[config.mk]
export PLATFORM = sky130hd
export DESIGN_NAME = hlie_irq_status
export DESIGN_NICKNAME = d
export VERILOG_FILES = /design/src/core/hlie_pkg.sv /design/src/core/hlie_seq_detect.sv /design/src/core/hlie_irq_status.sv
export VERILOG_INCLUDE_DIRS = /design/src /design/src/core
export SDC_FILE = /design/constraint.sdc
export NUM_CORES = 1
export LEC_CHECK = 0
export BUFFER_PORTS_ARGS = -buffer_cell sky130_fd_sc_hd__buf_2
export CAP_MARGIN = 40
export CORE_MARGIN = 5
export CORE_UTILIZATION = 50
export DETAILED_ROUTE_END_ITERATION = 16
export GPL_TIMING_DRIVEN = 0
export PLACE_DENSITY = 0.76
export SYNTH_ARGS = -nofsm -noshare
export SYNTH_HDL_FRONTEND = slang
export SYNTH_SLANG_ARGS = --single-unit
[constraint.sdc]
create_clock -name CLOCK -period 1.6 [get_ports CLOCK]
set_clock_uncertainty 0.1 [all_clocks]
set_input_delay 0.32 -clock CLOCK [delete_from_list [all_inputs] [get_ports CLOCK]]
set_output_delay 0.32 -clock CLOCK [all_outputs]
set_load 0.03 [all_outputs]
[src/core/hlie_params.svh]
// Constants for the data-link event status and enable block.
// Assumes inclusion by the block, its detector and the bench, not by core/hlie_pkg.sv.
`ifndef HLIE_PARAMS_SVH
`define HLIE_PARAMS_SVH

// ==========================================
// Register offsets
`define HLIE_ADDR_W          4
`define HLIE_OFF_STATUS      4'h0
`define HLIE_OFF_ENABLE      4'h1

// ==========================================
// Field positions
`define HLIE_BIT_KIND        7
`define HLIE_BIT_TX_START    6
`define HLIE_BIT_RX_START    5
`define HLIE_BIT_TX_END      4
`define HLIE_BIT_RX_END      3
`define HLIE_BIT_CHECKSUM    2
`define HLIE_BIT_ABORT       1
`define HLIE_BIT_IDLE        0

// ==========================================
// Reset values and masks
`define HLIE_STATUS_RST      7'h00
`define HLIE_ENABLE_RST      7'h00
`define HLIE_KIND_RST        1'b0
`define HLIE_IDLE_OCTET      8'h7e
`define HLIE_ABORT_ONES      3'd7

`endif

[src/core/hlie_pkg.sv]
// Types for the data-link event status and enable block.
// Assumes the params header sits beside it.
`default_nettype none

package hlie_pkg;

  // ==========================================
  // Event strobes from the data-link controllers
  typedef struct packed {
    logic tx_start;
    logic rx_start;
    logic tx_end;
    logic rx_message_end;
    logic rx_buffer_full;
    logic checksum_bad;
    logic rx_bit_valid;
    logic rx_bit;
  } hlie_events_t;

  // ==========================================
  // Register port
  typedef struct packed {
    logic [3:0] addr;
    logic [7:0] wdata;
    logic       wr;
    logic       rd;
  } hlie_bus_req_t;

endpackage : hlie_pkg

`default_nettype wire

[src/core/hlie_seq_detect.sv]
// Watches the incoming data-link bit stream for the flag octet and
// for a run of seven ones. Assumes one bit per valid cycle, same clock.
`default_nettype none
`include "hlie_params.svh"

module hlie_seq_detect (
  input  wire logic CLOCK,      // System clock
  input  wire logic RST,        // Synchronous reset
  input  wire logic bit_valid,  // Bit strobe
  input  wire logic bit_in,     // Received bit
  output logic      flag_hit,   // Flag octet seen
  output logic      abort_hit   // Seven ones seen
);

  logic [7:0] shift_q;
  logic [2:0] ones_q;
  logic [7:0] shift_d;

  assign shift_d = {shift_q[6:0], bit_in};

  always_ff @(posedge CLOCK) begin
    if (RST) begin
      shift_q <= 8'h00;
    end else if (bit_valid) begin
      shift_q <= shift_d;
    end
  end

  // Saturating run counter; abort fires once per run
  always_ff @(posedge CLOCK) begin
    if (RST) begin
      ones_q <= 3'h0;
    end else if (bit_valid) begin
      if (!bit_in) begin
        ones_q <= 3'h0;
      end else if (ones_q != `HLIE_ABORT_ONES) begin
        ones_q <= ones_q + 3'h1;
      end
    end
  end

  assign flag_hit  = bit_valid && (shift_d == `HLIE_IDLE_OCTET);
  assign abort_hit = bit_valid && bit_in && (ones_q == (`HLIE_ABORT_ONES - 3'h1));

endmodule : hlie_seq_detect

`default_nettype wire

[src/core/hlie_irq_status.sv]
// Status and enable registers for the second data-link controller.
// Assumes event strobes arrive on CLOCK, one cycle long each.
//
// How it works
// - Receive-end bit 3 sets on a complete message or on a full receive buffer.
// - Checksum bit 2 sets when the last message's frame check is wrong.
// - Abort bit 1 sets when seven ones in a row arrive on the link.
// - Idle bit 0 sets when the flag octet 0x7e arrives on the link.
// - Each status bit holds its event until read, is cleared by the read, resets to 0.
// - Enable bit 6 lets transmit start raise the interrupt; reset 0.
// - Enable bit 5 lets receive start raise the interrupt; reset 0.
// - Enable bit 4 lets transmit end raise the interrupt; reset 0.
// - Enable bit 3 lets receive end raise the interrupt; reset 0.
// - Status bits 6, 5, 4 hold transmit start, receive start and transmit end.
// - Enable bits 2, 1, 0 gate checksum, abort and idle interrupts.
// - Read-only bit 7 gives the message kind: 0 bit-oriented, 1 message-oriented.
//
// The implementer's own choices: the placing of the registers and the plain strobed port.
`default_nettype none
`include "hlie_params.svh"

module hlie_irq_status (
  input  wire logic                 CLOCK,     // 250 MHz clock
  input  wire logic                 RST,       // Synchronous reset, high
  input  wire hlie_pkg::hlie_bus_req_t BUS,    // Register request
  output logic [7:0]                RDATA,     // Read data, cycle after read
  input  wire hlie_pkg::hlie_events_t EVENTS,  // Controller event strobes
  input  wire logic                 MSG_KIND,  // Received message kind level
  output logic                      IRQ        // Interrupt request, high
);

  // ==========================================
  // Event gathering
  logic       flag_hit;
  logic       abort_hit;
  logic [6:0] events;
  logic [6:0] status_q;
  logic [6:0] status_d;
  logic [6:0] enable_q;
  logic       message_kind_q;
  logic [7:0] rdata_q;
  logic       status_rd;
  logic       enable_wr;

  hlie_seq_detect u_seq (
    .CLOCK     (CLOCK),
    .RST       (RST),
    .bit_valid (EVENTS.rx_bit_valid),
    .bit_in    (EVENTS.rx_bit),
    .flag_hit  (flag_hit),
    .abort_hit (abort_hit)
  );

  always_comb begin
    events                       = 7'h00;
    events[`HLIE_BIT_TX_START]   = EVENTS.tx_start;
    events[`HLIE_BIT_RX_START]   = EVENTS.rx_start;
    events[`HLIE_BIT_TX_END]     = EVENTS.tx_end;
    events[`HLIE_BIT_RX_END]     = EVENTS.rx_message_end
                                   | EVENTS.rx_buffer_full;
    events[`HLIE_BIT_CHECKSUM]   = EVENTS.checksum_bad;
    events[`HLIE_BIT_ABORT]      = abort_hit;
    events[`HLIE_BIT_IDLE]       = flag_hit;
  end

  // ==========================================
  // Register decode
  always_comb begin
    status_rd = 1'b0;
    enable_wr = 1'b0;
    if (BUS.rd && BUS.addr == `HLIE_OFF_STATUS) begin
      status_rd = 1'b1;
    end else if (BUS.wr && BUS.addr == `HLIE_OFF_ENABLE) begin
      enable_wr = 1'b1;
    end
  end

  // Read clears, but an event in the same cycle survives the clear
  assign status_d = (status_rd ? 7'h00 : status_q) | events;

  always_ff @(posedge CLOCK) begin
    if (RST) begin
      status_q <= `HLIE_STATUS_RST;
    end else begin
      status_q <= status_d;
    end
  end

  always_ff @(posedge CLOCK) begin
    if (RST) begin
      enable_q <= `HLIE_ENABLE_RST;
    end else if (enable_wr) begin
      enable_q <= BUS.wdata[6:0];
    end
  end

  // Kind level comes from the receive controller, same clock
  always_ff @(posedge CLOCK) begin
    if (RST) begin
      message_kind_q <= `HLIE_KIND_RST;
    end else begin
      message_kind_q <= MSG_KIND;
    end
  end

  // Read data holds only in the cycle after the read; unmapped reads zero
  always_ff @(posedge CLOCK) begin
    if (RST) begin
      rdata_q <= 8'h00;
    end else if (BUS.rd && BUS.addr == `HLIE_OFF_STATUS) begin
      rdata_q <= {message_kind_q, status_q};
    end else if (BUS.rd && BUS.addr == `HLIE_OFF_ENABLE) begin
      rdata_q <= {1'b0, enable_q};
    end else begin
      rdata_q <= 8'h00;
    end
  end

  assign RDATA = rdata_q;

  // ==========================================
  // Interrupt request
  // Combinational so a read clears the request on the following edge
  assign IRQ = |(status_q & enable_q);

  // ==========================================
  // Checks
  logic [6:0] status_past_q;
  logic       was_read_q;
  always_ff @(posedge CLOCK) begin
    if (RST) begin
      was_read_q    <= 1'b0;
      status_past_q <= 7'h00;
    end else begin
      was_read_q    <= status_rd;
      status_past_q <= status_q;
    end
  end
endmodule : hlie_irq_status

`default_nettype wire

==> summary.txt <==
Drt
  – Iteration-0 DRC Markers: 43
  – DRT Pass-1 Iters: 4
  – DRT Wirelength: about 2700 um
  – Detailed-route DRC error count: 0
  – Via density: about 5.3
  – Wire length per cell: approximately 14 um
  – Final ANT Viol Nets: 0
  – Routed vias: around 1000

Worst hold path
  – Hold Path Class: primary input to flop
  – Worst Hold Endpoint: status_q[5]
  – Hold path cells: 2
  – Hold_sp: EVENTS[6]

Layout
  – Core Util, Final: between 60% and 70%
  – Number of antenna diodes: 0
  – Fillcell total: approximately 200
  – Final #Nets: 190
  – Area growth syn-to-layout: 23.2%
  – Final Instance Area: 1590 um^2
  – Layout cells sized above 1: 30.1%

GRT
  – Tot GR Track Use: roughly 16%
  – First-pass GRT wire length: around 4300 um
  – Vias in the first global route: approximately 950
  – Total congestion overflow: 0
  – Largest net degree at the start of global routing: 11
  – Initial antenna violation count: 0

CTS
  – Clock buffer depth: 2
  – H-tree Lvls: 2
  – Worst-path clk slew: about 0.090 ns
  – TritonCTS clock tree: done
  – Clock root cell: clkbuf_4
  – Clock latency on the worst-skew pair: between 0.3 and 0.4 ns
  – CTS Sinks: 33
  – Hold Buf Count CTS: 0
  – Num CTS Buffers: 5

Floorplanning
  – Die H: 60.7 um
  – Core area: approximately 2500 um^2
  – Area of the die: about 3700 um^2
  – Num rows: 18
  – Initial Util: between 50% and 60%
  – Die X: 60.7 um
  – I/O pins: 34

Logic synthesis
  – Most frequent cell after synthesis: dfxtp_1
  – Synth top area cells: dfxtp_1, mux2i_1, a22o_1
  – Synth top area share: 51.3%
  – Post-synthesis cell count: 122
  – EDFF count, synth: 0
  – Synthesized flop and latch total: 33
  – Post-Syn Area: between 1000 and 1500 um^2
  – Top cells by count, synth: dfxtp_1, mux2i_1, nand2_1
  – Syn_area_per_cell: approximately 11 um^2
  – Ys async rst share: 0%
  – Synth warn: 0
  – Mapped Nets: 150
  – Ys flop type: dfxtp_1
  – Sequential share of the synthesized area: around half
  – Cell taking the most area after synthesis: dfxtp_1
  – Yosys cell types: 25

Setup path
  – R2r worst-path depth: 5
  – Crit path max fanout: 2
  – R2r startpoint: u_seq.ones_q[1]
  – Worst reg2reg setup slack: ~0.16 ns
  – Crit path kind: flop to output port
  – Worst R2R End: u_seq.ones_q[2]
  – CP startpoint kind: flop
  – Worst Path Arrival: between 1 and 1.5 ns
  – CP required: about 1.2 ns
  – CP Capture Type: output port

STA
  – Period utilization: 108%
  – Max Clk Rate: slightly below 600 MHz
  – Max_slew headroom: approximately 56%
  – Tmin final: ~1.7 ns
  – Max-slew violations: 0
  – Setup Viol. Count Final: 1
  – RSZ-0062 raised after global routing: yes
  – Slew at the pin closest to its max-slew limit: ~0.66 ns
  – Fin Setup TNS: -0.127 ns
  – Hold Fails Final Rpt: 0
  – Worst setup margin: -0.127 ns

Power
  – Pleak: 0.712 nW
  – Peak VDD IR: between 0.7 and 0.8 mV
  – Power density cells: a little over 1000 nW/um^2

Placed design
  – Placed Area: about 1500 um^2
  – GP Congestion: approximately 0.83
  – # port buffers: 32
  – Pre-CTS WS: -0.0729 ns
  – Hpwl dp: about 1900 um

Outcome
  – Violations in the final reports: setup timing
  – Status: finished with violations

Run
  – # Max-Cap Violations: 0
-- timing repair --
action / CTS / global route
pin swaps: 2 / 0
endpoints found under the setup margin: 1 / 1
setup buffers: 1 / 0
resized for setup: 3 / 1
-- worst max-delay path by stage --
stage,startpoint,endpoint,slack [ns]
2_1_floorplan,BUS[13],RDATA[0],0.18
4_1_cts,enable_q[6],IRQ,-0.14
6_report,enable_q[6],IRQ,-0.13
3_5_place_dp,BUS[13],RDATA[4],-0.07
5_1_grt,enable_q[6],IRQ,-0.20
3_3_place_gp,BUS[11],enable_q[5],-0.06
-- area by class of cell --
type / count / area (um^2) / share of cell area, %
sequential: 33 / 663 / 41.8
timing repair buffer: 33 / 174 / 11.0
clock inverter: 1 / 30.0 / 1.89
clock buffer: 7 / 55.1 / 3.47
inverter: 5 / 18.8 / 1.18
tap: 30 / 37.5 / 2.37
buffer: 5 / 23.8 / 1.50
multi-input combinational: 79 / 584 / 36.8
-- routing by layer --
metal	wire length, um	GRT usage (%)
met5	0	0
met2	1230	24.1
met4	15	4.64
met3	211	7.66
met1	1230	20.8
-- where the power goes --
part / switching [mW] / leakage (nW) / internal [mW] / total (mW)
Clock: 0.267 / 0.0455 / 0.373 / 0.640
Combinational: 0.0608 / 0.398 / 0.0558 / 0.117
Sequential: 0.0156 / 0.269 / 0.843 / 0.859
Total: 0.343 / 0.712 / 1.27 / 1.62
-- critical path: stages, from the launching register on --
cell and delay (ns):
dfxtp_2 0.34, a222oi_1 0.35, nand3_1 0.14, buf_6 0.16
-- registers in the layout, indices dropped and copies added, names as in the netlist --
name,cells
message_kind_q,1
u_seq.ones_q,3
enable_q,7
u_seq.shift_q,7
status_q,7
RDATA,8
-- layout by cell type, fill, tap and decap left out --
| master | Yosys | routed |
|---|---|---|
| buf_4 | 0 | 1 |
| bufinv_16 | 0 | 1 |
| clkbuf_4 | 0 | 5 |
| nor4bb_1 | 1 | 1 |
| a222oi_1 | 1 | 1 |
| nor2_2 | 1 | 1 |
| clkbuf_8 | 0 | 1 |
| nor3_4 | 1 | 1 |
| and2_1 | 1 | 1 |
| nand2_1 | 15 | 15 |
| a22o_1 | 12 | 12 |
| or4b_4 | 1 | 1 |
| nand2b_1 | 1 | 1 |
| nor2_1 | 10 | 10 |
| and4_1 | 1 | 1 |
| dfxtp_1 | 33 | 31 |
| dfxtp_2 | 0 | 2 |
| mux2i_1 | 15 | 15 |
| buf_2 | 4 | 35 |
| nand3_1 | 2 | 2 |
| ha_1 | 3 | 3 |
| a22oi_1 | 4 | 4 |
| nand4b_1 | 1 | 1 |
| nor2b_1 | 2 | 2 |
| o2bb2ai_1 | 2 | 2 |
| a31oi_1 | 1 | 1 |
| buf_6 | 0 | 1 |
| inv_1 | 5 | 5 |
| clkbuf_1 | 1 | 2 |
| o32ai_1 | 3 | 3 |
| nor4b_1 | 1 | 1 |
-- kinds of logic after synthesis --
| family | count (synthesis) | share of synthesized area [%] |
|---|---|---|
| DFF | 33 | 51.3 |
| buffers and inverters | 10 | 3.30 |
| AOI/OAI and AO/OA | 23 | 15.2 |
| and+or+nand+nor | 38 | 15.6 |
| adders and majority gates | 3 | 2.92 |
| muxes | 15 | 11.7 |
-- stage by stage --
stage                     power (mW)  hold slack (ns)  cells
final                           1.62            0.107    193
after floorplan                0.939            0.292    122
after detailed placement       0.991            0.321    184
after global placement         0.986            0.319    184
after global routing            1.70           0.0915    193
after CTS                       1.63           0.0949    193
No activity file was read; power rests on OpenSTA's default activity.
